<file path="src/pkg/epsc_consts.vh">
// Constants for the external pin state control block
`ifndef EPSC_CONSTS_VH
`define EPSC_CONSTS_VH
`define EPSC_PERIPH_INTERNAL 8'hf0
`define EPSC_REG_PAR_DEBUG 4'h8
`define EPSC_REG_SER_CTRL 4'hb
`define EPSC_REG_SER_DATA 4'hf
`define EPSC_SER_CTRL_RESET 8'h03
`define EPSC_SER_CE_BIT 0
`define EPSC_SER_WP_BIT 1
`define EPSC_SER_CLOCKED_BIT 2
`define EPSC_CLK_PERIOD_NS 10
`define EPSC_PHASE_DIV 50
`define EPSC_PHASE_A_END 6'd12
`define EPSC_PHASE_B_START 6'd25
`define EPSC_PHASE_B_END 6'd37
`define EPSC_BITS_PER_CYCLE 6'd55
`define EPSC_SUPPLY_SETTLE 16384
`define EPSC_BOOT_CYCLES 32
`define EPSC_SHIFT_BITS 4'd8
`define EPSC_SCK_HALF 4'd8
`endif

</file>
<file path="src/rtl/epsc_sync3.v">
// Three-stage input synchroniser with agreement filter
`timescale 1ns/1ps
`default_nettype none
module epsc_sync3 #(
	parameter RST_VAL = 1'b0
) (
	input wire clk,
	input wire reset_n,
	input wire din,
	output reg dout
);
	reg s1_q;
	reg s2_q;
	reg s3_q;
	always @(posedge clk) begin
		if (!reset_n) begin
			s1_q <= RST_VAL;
			s2_q <= RST_VAL;
			s3_q <= RST_VAL;
			dout <= RST_VAL;
		end else begin
			s1_q <= din;
			s2_q <= s1_q;
			s3_q <= s2_q;
			// Change accepted only once the last two stages agree
			if (s2_q == s3_q)
				dout <= s3_q;
		end
	end
endmodule // epsc_sync3
`default_nettype wire

</file>
<file path="src/rtl/epsc_top.v">
// External pin state control: sleep states, debug port, serial, supply
`timescale 1ns/1ps
`default_nettype none
`include "epsc_consts.vh"
// Operation
// - Upper chip select low only for upper-half accesses, high otherwise.
// - Idle memory data bus carries low 16 bits of C register while running, zero otherwise.
// - Read strobe low only in access; undriven in power-down.
// - Write strobe low only in access; undriven in power-down.
// - Debug bits 7:5 show turbo state; bit 4 clocked serial mode.
// - Debug bit 3 internal peripheral selected; bit 2 external bus owner.
// - Debug bit 1 address time; bit 0 last instruction cycle.
// - Debug pulse toggles on each parallel control register write.
// - Register and instruction buses precharged low while phase A high.
// - Phase B rising edges mark bit times; instruction marker and power-off instruction act there.
// - Run indicator shows running; instruction clears it at fixed point.
// - External drive of run indicator stops running: light sleep if display held, else deep sleep.
// - Battery-connect input keeps memory management disabled at start.
// - Serial chip enable and write protect pins are active-low, driven low while running when their control bits are set.
// - Each clocked serial transfer gives exactly eight clock pulses.
// - Serial data passes through shared serial data register.
// - Instruction marker high at instruction time; copies display power off.
// - Supply request asserted when any power-up condition appears.
// - Supply acknowledge after settling; low level resets processor.
// - Light sleep drives defined idle levels; deep sleep mostly undriven.
// - Light sleep: powered, oscillator running, core held in reset.
// - Outside accesses memory controls inactive and address zero.
module epsc_top #(
	parameter SETTLE_CYCLES = `EPSC_SUPPLY_SETTLE
) (
	input wire clk,
	input wire reset_n,
	input wire battery_connect_n,
	input wire on_key_n,
	input wire isa_wake_in,
	input wire display_power_in,
	input wire run_force_in,
	input wire legacy_map_enable,
	input wire mem_access,
	input wire mem_write,
	input wire [22:0] mem_addr_in,
	input wire [15:0] mem_wdata,
	input wire [15:0] c_reg_low,
	input wire [2:0] turbo_state,
	input wire [7:0] periph_addr,
	input wire ext_bus_owner,
	input wire address_time,
	input wire instr_time,
	input wire last_instr_cycle,
	input wire power_off_cmd,
	input wire reg_wr,
	input wire reg_rd,
	input wire [3:0] reg_addr,
	input wire [7:0] reg_wdata,
	input wire serial_shift_in,
	output reg [7:0] reg_rdata,
	output reg [7:0] serial_data,
	output wire legacy_map_active,
	output wire mmu_enable_allow,
	output reg [22:0] mem_address_bus,
	output wire mem_address_oe,
	output reg [15:0] mem_data_bus,
	output wire mem_data_oe,
	output reg upper_mem_select_n,
	output reg lower_mem_select_n,
	output wire lower_mem_select_oe,
	output reg mem_read_strobe_n,
	output wire mem_read_strobe_oe,
	output reg mem_write_strobe_n,
	output wire mem_write_strobe_oe,
	output reg [7:0] debug_status_port,
	output reg debug_write_pulse,
	output wire debug_oe,
	output reg clock_phase_a,
	output reg clock_phase_b,
	output wire phase_oe,
	output wire bus_precharge_low,
	output reg run_indicator,
	output reg instr_marker,
	output reg serial_chip_enable_n,
	output reg serial_write_protect_n,
	output reg serial_clock,
	output reg serial_shift_out,
	output wire serial_oe,
	output reg supply_request,
	output reg supply_ack,
	output wire core_reset_n
);
	localparam ST_DEEP = 4'b0001;
	localparam ST_SETTLE = 4'b0010;
	localparam ST_LIGHT = 4'b0100;
	localparam ST_RUN = 4'b1000;
	localparam [15:0] SETTLE_LAST = SETTLE_CYCLES - 1;
	localparam [5:0] BOOT_LAST = `EPSC_BOOT_CYCLES - 1;
	localparam [5:0] DIV_LAST = `EPSC_PHASE_DIV - 1;

	wire batt_s;
	wire on_s;
	wire wake_s;
	wire disp_s;
	wire force_s;
	wire legacy_s;
	wire sdi_s;
	reg [3:0] state_q;
	reg [3:0] state_d;
	reg [15:0] settle_q;
	reg [5:0] boot_q;
	reg [5:0] div_q;
	reg [5:0] bit_q;
	reg mmu_allow_q;
	reg [7:0] ser_ctrl_q;
	reg [7:0] shift_q;
	reg [3:0] shift_cnt_q;
	reg [3:0] sck_div_q;
	reg shifting_q;
	reg powered;
	reg running;
	reg light;
	wire phase_b_rise;
	wire internal_sel;
	wire pwr_cond;

	epsc_sync3 #(.RST_VAL(1'b1)) u_batt (.clk(clk), .reset_n(reset_n),
		.din(battery_connect_n), .dout(batt_s));
	epsc_sync3 #(.RST_VAL(1'b1)) u_on (.clk(clk), .reset_n(reset_n),
		.din(on_key_n), .dout(on_s));
	epsc_sync3 #(.RST_VAL(1'b0)) u_wake (.clk(clk), .reset_n(reset_n),
		.din(isa_wake_in), .dout(wake_s));
	epsc_sync3 #(.RST_VAL(1'b0)) u_disp (.clk(clk), .reset_n(reset_n),
		.din(display_power_in), .dout(disp_s));
	epsc_sync3 #(.RST_VAL(1'b0)) u_force (.clk(clk), .reset_n(reset_n),
		.din(run_force_in), .dout(force_s));
	epsc_sync3 #(.RST_VAL(1'b0)) u_legacy (.clk(clk), .reset_n(reset_n),
		.din(legacy_map_enable), .dout(legacy_s));
	epsc_sync3 #(.RST_VAL(1'b0)) u_sdi (.clk(clk), .reset_n(reset_n),
		.din(serial_shift_in), .dout(sdi_s));

	assign legacy_map_active = legacy_s;
	assign internal_sel = (periph_addr == `EPSC_PERIPH_INTERNAL);
	// Key pressed, display power held or a wake source in deep sleep
	assign pwr_cond = !on_s || wake_s || disp_s;

	always @* begin
		powered = (state_q == ST_LIGHT) || (state_q == ST_RUN);
		running = (state_q == ST_RUN);
		light = (state_q == ST_LIGHT);
	end

	// Power state sequencing
	always @* begin
		state_d = state_q;
		case (state_q)
		ST_DEEP: begin
			if (pwr_cond)
				state_d = ST_SETTLE;
		end
		ST_SETTLE: begin
			if (settle_q == SETTLE_LAST)
				state_d = ST_LIGHT;
		end
		ST_LIGHT: begin
			// A held display alone keeps standby; only key or wake runs
			if (!disp_s && !wake_s && on_s)
				state_d = ST_DEEP;
			else if (boot_q == BOOT_LAST && (wake_s || !on_s))
				state_d = ST_RUN;
		end
		ST_RUN: begin
			// Run indicator dropped by instruction or outside force
			if (force_s)
				state_d = disp_s ? ST_LIGHT : ST_DEEP;
			else if (power_off_cmd && phase_b_rise && bit_q == 6'd0)
				state_d = disp_s ? ST_LIGHT : ST_DEEP;
		end
		default: state_d = ST_DEEP;
		endcase
	end

	always @(posedge clk) begin
		if (!reset_n) begin
			state_q <= ST_DEEP;
			settle_q <= 16'h0000;
			boot_q <= 6'h00;
			supply_request <= 1'b0;
			supply_ack <= 1'b0;
			run_indicator <= 1'b0;
			mmu_allow_q <= 1'b0;
		end else begin
			state_q <= state_d;
			settle_q <= (state_q == ST_SETTLE) ? settle_q + 16'h0001 :
				16'h0000;
			boot_q <= (light && boot_q != BOOT_LAST) ? boot_q + 6'h01 :
				(powered ? boot_q : 6'h00);
			supply_request <= (state_d != ST_DEEP);
			supply_ack <= (state_d == ST_LIGHT) || (state_d == ST_RUN);
			run_indicator <= (state_d == ST_RUN);
			// Fresh battery holds memory management off until first run
			if (!batt_s)
				mmu_allow_q <= 1'b0;
			else if (running)
				mmu_allow_q <= 1'b1;
		end
	end
	assign core_reset_n = supply_ack && running;
	assign mmu_enable_allow = mmu_allow_q;

	// Phase generator from the 100 MHz clock
	always @(posedge clk) begin
		// Cleared on the leaving edge so no phase survives into standby
		if (!reset_n || state_d != ST_RUN) begin
			div_q <= 6'h00;
			bit_q <= 6'h00;
			clock_phase_a <= 1'b0;
			clock_phase_b <= 1'b0;
		end else begin
			div_q <= (div_q == DIV_LAST) ? 6'h00 : div_q + 6'h01;
			if (div_q == DIV_LAST)
				bit_q <= (bit_q == `EPSC_BITS_PER_CYCLE) ? 6'h00 :
					bit_q + 6'h01;
			clock_phase_a <= (div_q < `EPSC_PHASE_A_END);
			clock_phase_b <= (div_q >= `EPSC_PHASE_B_START) &&
				(div_q < `EPSC_PHASE_B_END);
		end
	end
	assign phase_b_rise = running && (div_q == `EPSC_PHASE_B_START);
	assign phase_oe = powered;
	assign bus_precharge_low = clock_phase_a;

	// Legacy-compatible marker moves on phase B rise, copies display power off
	always @(posedge clk) begin
		if (!reset_n)
			instr_marker <= 1'b0;
		else if (!running)
			instr_marker <= disp_s;
		else if (phase_b_rise)
			instr_marker <= instr_time;
	end

	// Memory pins: idle levels between accesses
	always @(posedge clk) begin
		if (!reset_n) begin
			mem_address_bus <= 23'h000000;
			mem_data_bus <= 16'h0000;
			upper_mem_select_n <= 1'b1;
			lower_mem_select_n <= 1'b1;
			mem_read_strobe_n <= 1'b1;
			mem_write_strobe_n <= 1'b1;
		end else if (running && mem_access) begin
			mem_address_bus <= mem_addr_in;
			mem_data_bus <= mem_write ? mem_wdata : c_reg_low;
			upper_mem_select_n <= !mem_addr_in[22];
			lower_mem_select_n <= mem_addr_in[22];
			mem_read_strobe_n <= mem_write;
			mem_write_strobe_n <= !mem_write;
		end else begin
			mem_address_bus <= 23'h000000;
			// Idle data is zero while core is in reset, C low otherwise
			mem_data_bus <= running ? c_reg_low : 16'h0000;
			upper_mem_select_n <= 1'b1;
			lower_mem_select_n <= 1'b1;
			mem_read_strobe_n <= 1'b1;
			mem_write_strobe_n <= 1'b1;
		end
	end
	assign mem_address_oe = powered;
	assign mem_data_oe = powered && !(running && mem_access && !mem_write);
	assign lower_mem_select_oe = powered;
	assign mem_read_strobe_oe = powered;
	assign mem_write_strobe_oe = powered;

	// Debug port and write pulse
	always @(posedge clk) begin
		if (!reset_n) begin
			debug_status_port <= 8'h00;
			debug_write_pulse <= 1'b0;
		end else if (!running) begin
			debug_status_port <= 8'h00;
			debug_write_pulse <= 1'b0;
		end else begin
			debug_status_port <= {turbo_state,
				ser_ctrl_q[`EPSC_SER_CLOCKED_BIT],
				internal_sel, ext_bus_owner,
				address_time, last_instr_cycle};
			if (reg_wr && internal_sel && reg_addr == `EPSC_REG_PAR_DEBUG)
				debug_write_pulse <= !debug_write_pulse;
		end
	end
	assign debug_oe = powered;

	// Serial control and clocked byte shifter
	always @(posedge clk) begin
		if (!reset_n || !powered) begin
			ser_ctrl_q <= `EPSC_SER_CTRL_RESET;
			shift_q <= 8'h00;
			shift_cnt_q <= 4'h0;
			sck_div_q <= 4'h0;
			shifting_q <= 1'b0;
			serial_clock <= 1'b1;
			serial_data <= 8'h00;
		end else begin
			if (reg_wr && internal_sel && reg_addr == `EPSC_REG_SER_CTRL) begin
				ser_ctrl_q <= reg_wdata;
				// Write with clocked mode set while no byte is shifting loads and starts a byte
				if (reg_wdata[`EPSC_SER_CLOCKED_BIT] && !shifting_q) begin
					shift_q <= serial_data;
					shift_cnt_q <= 4'h0;
					sck_div_q <= 4'h0;
					shifting_q <= 1'b1;
				end
			end
			if (shifting_q) begin
				sck_div_q <= (sck_div_q == `EPSC_SCK_HALF - 4'h1) ? 4'h0 :
					sck_div_q + 4'h1;
				if (sck_div_q == `EPSC_SCK_HALF - 4'h1) begin
					serial_clock <= !serial_clock;
					if (!serial_clock) begin
						shift_q <= {shift_q[6:0], sdi_s};
						shift_cnt_q <= shift_cnt_q + 4'h1;
						if (shift_cnt_q == `EPSC_SHIFT_BITS - 4'h1) begin
							shifting_q <= 1'b0;
							serial_data <= {shift_q[6:0], sdi_s};
						end
					end
				end
			end else if (!(reg_wr && internal_sel &&
				reg_addr == `EPSC_REG_SER_CTRL)) begin
				if (reg_wr && internal_sel && reg_addr == `EPSC_REG_SER_DATA)
					serial_data <= reg_wdata;
			end
		end
	end

	// Serial pins; idle high in light sleep
	always @(posedge clk) begin
		if (!reset_n) begin
			serial_chip_enable_n <= 1'b1;
			serial_write_protect_n <= 1'b1;
			serial_shift_out <= 1'b1;
		end else begin
			serial_chip_enable_n <= !(running &&
				ser_ctrl_q[`EPSC_SER_CE_BIT]);
			serial_write_protect_n <= !(running &&
				ser_ctrl_q[`EPSC_SER_WP_BIT]);
			serial_shift_out <= shifting_q ? shift_q[7] : 1'b1;
		end
	end
	assign serial_oe = powered;

	// Register reads
	always @(posedge clk) begin
		if (!reset_n)
			reg_rdata <= 8'h00;
		else if (reg_rd && internal_sel) begin
			case (reg_addr)
			`EPSC_REG_SER_CTRL: reg_rdata <= {ser_ctrl_q[7:4], shifting_q,
				ser_ctrl_q[2:0]};
			`EPSC_REG_SER_DATA: reg_rdata <= serial_data;
			default: reg_rdata <= 8'h00;
			endcase
		end
	end
endmodule // epsc_top
`default_nettype wire

</file>
<file path="config.mk">
export PLATFORM = sky130hd
export DESIGN_NAME = epsc_top
export DESIGN_NICKNAME = d
export VERILOG_FILES = /design/src/rtl/epsc_sync3.v /design/src/rtl/epsc_top.v
export VERILOG_INCLUDE_DIRS = /design/src /design/src/pkg
export SDC_FILE = /design/constraint.sdc
export NUM_CORES = 1
export LEC_CHECK = 0
export ABC_AREA = 1
export BUFFER_PORTS_ARGS = -buffer_cell sky130_fd_sc_hd__clkbuf_2
export CORE_AREA = 2 2 194 148
export CTS_CLUSTER_SIZE = 8
export DETAILED_ROUTE_END_ITERATION = 6
export DIE_AREA = 0 0 196 150
export PLACE_DENSITY_LB_ADDON = 0.05
export SLEW_MARGIN = 20
export SYNTH_ARGS = -nofsm -noshare
export SYNTH_HDL_FRONTEND = slang
export SYNTH_SLANG_ARGS = --single-unit
</file>
<file path="constraint.sdc">
create_clock -name clk -period 1.8 [get_ports clk]
set_input_delay 0.54 -clock clk [delete_from_list [all_inputs] [get_ports clk]]
set_output_delay 0.54 -clock clk [all_outputs]
set_load 0.01 [all_outputs]
</file>
-- After elaboration in Yosys (flattened, before gate mapping)
Index checks and enable logic that the tools add are counted.
- output and inout port bits: 90
- bits in registers: 170
- equality and inequality tests: 33
- $add $sub $neg: 6
- reduce and logical (&&, ||, !) cells: 52
- multiplexer cells: 43
- order comparisons: 3
- operators by type and width (operator ; number):
    8-bit two-way mux ; 11
    4-bit two-way mux ; 15
    16-bit two-way mux ; 3
    4-bit equality test, second input constant ; 5
    1-bit logical AND ; 20
    6-bit by 1-bit adder with 6-bit output, second input constant ; 3
    6-bit two-way mux ; 3
    16-bit by 1-bit adder with 16-bit output, second input constant ; 1
    16-bit by 14-bit equality test with 1-bit output, second input constant ; 1
    4-bit by 3-bit equality test with 1-bit output, second input constant ; 4
    4-bit one-hot mux with 4 select lines ; 1
    8-bit one-hot mux with 2 select lines ; 1
    2-bit AND reduction ; 7
    1-bit logical NOT ; 13
    6-bit by 5-bit equality test with 1-bit output, second input constant ; 2
    6-bit equality test, second input constant ; 2
    4-bit by 1-bit adder with 4-bit output, second input constant ; 2
    8-bit equality test, second input constant ; 1
    1-bit two-way mux ; 8
    2-bit by 1-bit inequality test with 1-bit output, second input constant ; 4
    1-bit equality test ; 7
    6-bit by 5-bit greater-or-equal comparator with 1-bit output, second input constant ; 1
    6-bit logical NOT ; 1
    1-bit logical OR ; 6
    other kinds (12) ; 15

-- Logic depth before layout (Yosys ltp)
- depth after elaboration: 10
- mapped depth: 12
- mapped depth without buffers: 12

-- Cells and area by module
From an unflattened synthesis, not the netlist that was laid out.
- cells, all modules: 904
- area total of the unflattened synthesis: 7070.5 um^2
- modules (own cells, without submodules) (module ; area an instance (um^2) ; instances ; cells an instance ; sequential area each (um^2)):
    epsc_top ; 6221.0 ; 1 ; 805 ; 2822.7
    epsc_sync3 at u_disp ... ; 116.4 ; 5 ; 13 ; 80.1
    epsc_sync3 at u_batt ... ; 133.9 ; 2 ; 17 ; 80.1

-- Worst setup path after synthesis
No wires, ideal clock.
- kind: input -> output
- from: in mem_access
- to: out mem_data_oe
- cell stages on the path: 4
- arrival time: 1.260 ns
- slack: 0.000 ns
- path through: clkbuf_1 inv_1 o31ai_1 inv_1
- cells in the longest elaborated chain, start to end: 4
- RTL lines (item ; RTL line ; text):
    start, declared ; epsc_top.v:39 ; input wire mem_access,
    1-bit logical AND (2 in a row) ; epsc_top.v:266 ; assign mem_data_oe = powered && !(running && mem_access && !mem_write);
    1-bit logical NOT ; epsc_top.v:266 ;
    1-bit logical AND ; epsc_top.v:266 ;
    end, declared ; epsc_top.v:63 ; output wire mem_data_oe,
No other way between the ends.

-- Worst setup path in the final report
- from: reg state_q[0]
- to: out mem_data_oe
- cells in the longest elaborated chain, start to end: 5
- elaborated cells on any way between the ends: 7
- RTL lines (item ; RTL line ; text):
    start, declared ; epsc_top.v:104 ; reg [3:0] state_q;
    start signal, assigned ; epsc_top.v:189 ; state_q <= state_d;
    4-bit equality test ; epsc_top.v:144, epsc_top.v:145 ;
    1-bit logical AND (2 in a row) ; epsc_top.v:266 ;
    1-bit logical NOT ; epsc_top.v:266 ;
    1-bit logical AND * ; epsc_top.v:266 ;
Mark *: on every way between the ends. The rest lies on a longest branch, timed or not.

==> run summary <==
For the cell area after layout, the log shows 0.00920 mm2. Hold violation count in the final report: 0. The logs give 53 for the number of rows in the core area and 2 for the deepest clock path buffer count.

The signed area change from the synthesized netlist to the final layout was 35.2%; the logic depth of the worst register-to-register path was 10. Ranked by total cell area, the synthesized netlist is headed by dfxtp_1, nand2_1, inv_1. Leaving out filler cells and counting taps, the final layout contains 1,480. Detailed routing inserted a total of 6,043 vias. The placement-stage worst setup slack is -0.0735 ns. The tools report the number of I/O pins as 186.

Data arrives at the worst endpoint at 1.51 ns. The commonest cells after synthesis are dfxtp_1, nand2_1, inv_1. Max-cap violations in this run came to 0. The largest net degree at the start of global routing was 36. The tools report the number of global-route vias before repair as 5,622. The run finished, with violations left.

The post-route netlist has 28.9% of its cells at a drive strength greater than 1. The average wire per cell in the routed design was 12.8 um. Dividing the final minimum period by the clock period gives 114%.

At the end of routability-driven placement, the weighted congestion stood at 0.768. The sequential area share after synthesis is 49.7%. In this run the tightest slew margin relative to its limit is 59.8%. Of the total power, the share spent switching nets is 21.9%.

The run gives 24.7% as the starting density of the core. Among all flip-flop cells after synthesis, the most frequent one is dfxtp_1. The internal power of the cells totals 6.38 mW. The critical path runs through a total of 7 cells.

The number of antenna violations at the first check in global routing is 0, and the smallest hold slack is 0.288 ns. The power per cell area was 889 mW/mm2. The H-tree generated during clock tree synthesis spans 4 levels. For this run the aggregate overflow at the end of global routing stands at 0. The number of detailed-routing iterations run before antenna repair is 4, and the overall power is 8.17 mW. Once detailed placement completed, the half-perimeter wirelength came to 14,100 um. The synthesis warning total is 0. The worst setup path is launched from a flip-flop.

Including well taps, the total number of placed cells is 1,440. The insertion delay of the later-clocked pin in the worst-skew pair came out at 0.43 ns. The first global-routing pass estimated 30,200 um of wire. In this run, post-CTS hold repair placed 0 buffers. Timing would allow up to 0.488 GHz.

The total core area was 0.0276 mm2. For this run, the slowest stage of the critical path takes 0.33 ns. dfxtp_1 is the most common cell in the netlist.

The combinational cell fraction of total power is 3.2%, and the via count normalized by instance count is 4.08. The final reports fail on setup timing. The clock sink count is 169, and the number of flops mapped to enable cells by yosys is 0.

The clock power share is 50.7%. For the DRC violation count after routing, the log shows 0. The synthesized design devotes to its leading area cell type 49.7% of total area. The clock root buffer master was clkbuf_16. For the number of fillers in the final layout, the log shows 2,973. The worst setup slack after layout was -0.248 ns. The biggest fanout along the worst timing path is 4. TritonCTS built the clock tree. The clock period minus worst slack came out at 2.05 ns. On the critical path the largest part of the delay comes from flip-flops.

After synthesis the netlist holds a flip-flop and latch count of 169. The sequential cell fraction of total power was 46.1%. STA classifies the critical path endpoint as an output port. The floorplan die area is 0.0294 mm2, and the total of buffers placed on input and output ports is 185.

The number of failing setup endpoints in the final timing report was 9; the number of buffer and inverter stages on the critical path was 4. When the netlist entered floorplanning its net count stood at 992. The tools report the total cell area at the placement stage as 0.00835 mm2. The biggest area consumer among synthesized cells is dfxtp_1. The run gives 1.79 mW as the reported net switching power. The tools report the antenna violation net count after detailed routing as 0.

The DRC violation total after the first TritonRoute iteration was 239; the worst endpoint required time was 1.26 ns. The number of instances in the synthesized netlist was 887. Sum of negative setup slack: -2.06 ns.

For the utilization after layout, the log shows 33.3%. Number of cells on the worst hold path: 3. Buffers inserted during clock tree synthesis total 17. The clock-pin slew on the worst setup and hold paths is 0.07 ns, and the die height is 150 um.

The final-report max-slew violation count is 0. The critical path goes through nor2_4 > inv_2 > nor2_4 > inv_6 > o31ai_4 > inv_1 > clkbuf_2. Global routing used 13.1% of the available tracks. The run gives 18,900 um as the sum of routed wire length over all layers.

Count of nets after finishing: 1,215. Setup repair after global routing could not meet its margin everywhere. Between clock sinks in the finished design, the worst skew comes to 0.0100 ns.

For this run, asynchronously set or reset flops after synthesis account for 0%. The post-synth design cell area is 0.00680 mm2. In this run the worst hold path is classified as in2reg. Peak ir drop on the vdd network: 0.612 mV. Among the stages of the critical path, the cell type that occurs most often is nor2_4.

In this run the static leakage power is 4.24 nW. Category of the most critical setup path: reg2out. The slowest stage of the critical path is the dfxtp_2 cell. 0 antenna diodes ended up in the layout. The synthesized area per cell is 7.67 um2.

The die is 196 um wide. The slew at the pin closest to its max-slew limit came out at 0.602 ns. The number of unique standard cell types used by synthesis was 41.
## final cells by class
| cell class | instances | area [um2] | share of cell area, % |
|---|---|---|---|
| Clock buffer | 17 | 425 | 4.63 |
| Clock inverter | 15 | 233 | 2.53 |
| Inverter | 146 | 556 | 6.04 |
| Multi-Input combinational cell | 539 | 2770 | 30.1 |
| Sequential cell | 169 | 3390 | 36.9 |
| Tap cell | 357 | 447 | 4.86 |
| Timing Repair Buffer | 237 | 1370 | 14.9 |
## power groups by stage
| stage | Combinational, mW | Sequential [mW] | Clock [mW] |
|---|---|---|---|
| floorplan | 0.108 | 3.85 | 0 |
| global route | 0.301 | 3.76 | 4.45 |
| detailed placement | 0.265 | 3.85 | 0 |
| CTS | 0.268 | 3.76 | 4.32 |
| global placement | 0.268 | 3.85 | 0 |
| finish | 0.264 | 3.77 | 4.14 |
## worst paths after layout
kind | from | endpoint | slack, ns
min reg2reg | ser_ctrl_q[0] | serial_chip_enable_n | 0.39
max | state_q[0] | mem_data_oe | -0.25
min | legacy_map_enable | u_legacy.s1_q | 0.29
max reg2reg | boot_q[0] | div_q[2] | 0.16
## kinds of logic (layout without fill, tap and decap cells)
family	Yosys count	in the layout	share of synthesized area [%]
compound gates	153	153	12.0
xor+xnor	11	11	1.42
fa+ha+maj	9	9	1.66
buf+inv	179	415	10.9
flops	169	169	49.7
mux	6	6	0.883
simple gates	360	360	23.4
## per-layer routing
metal | track usage [%] | up-vias | share of wire (%)
li1 | - | 3251 | -
met1 | 18.2 | 2678 | 51
met2 | 20.1 | 106 | 45
met3 | 3.22 | 8 | 3.5
met4 | 3.67 | 0 | 0.61
met5 | 0 | - | 0
## tightest hold or removal path, stage by stage
cell and delay [ns]:
clkbuf_2 0.07, nand2_1 0.04, inv_1 0.04
## cells in the final DEF (no fill, tap or decap), types with 4 or more instances in the layout
cell type	n
inv_6	6
nor2_4	5
or2_2	8
o211ai_1	5
nand3b_1	6
nor2_1	95
dfxtp_1	163
mux2i_1	6
dfxtp_2	6
buf_4	46
clkbuf_2	184
o21ai_0	55
inv_1	138
xor2_1	10
o22ai_1	7
nand2_1	145
inv_2	6
nor3_1	13
buf_12	4
nand4_1	4
ha_1	7
a21oi_1	73
nand2_2	6
nand3_1	59
clkbuf_16	17
nor2_2	9
bufinv_16	5
## registers in the layout, indices dropped and copies added (netlist names), 4 cells and up
signal / cells
ser_ctrl_q: 7
debug_status_port: 8
bit_q: 6
div_q: 6
mem_data_bus: 16
state_q: 4
reg_rdata: 8
shift_q: 8
shift_cnt_q: 4
settle_q: 16
mem_address_bus: 23
boot_q: 6
sck_div_q: 4
serial_data: 8
## repair_timing
action / 4_1_cts / 5_1_grt
resized for setup: 13 / 22
gates cloned: 0 / 0
setup endpoints to repair: 9 / 47
setup buffers: 5 / 3
endpoints found under the hold margin: 0 / 0
pin swaps: 2 / 6
Power figures use the tool's default switching activity.
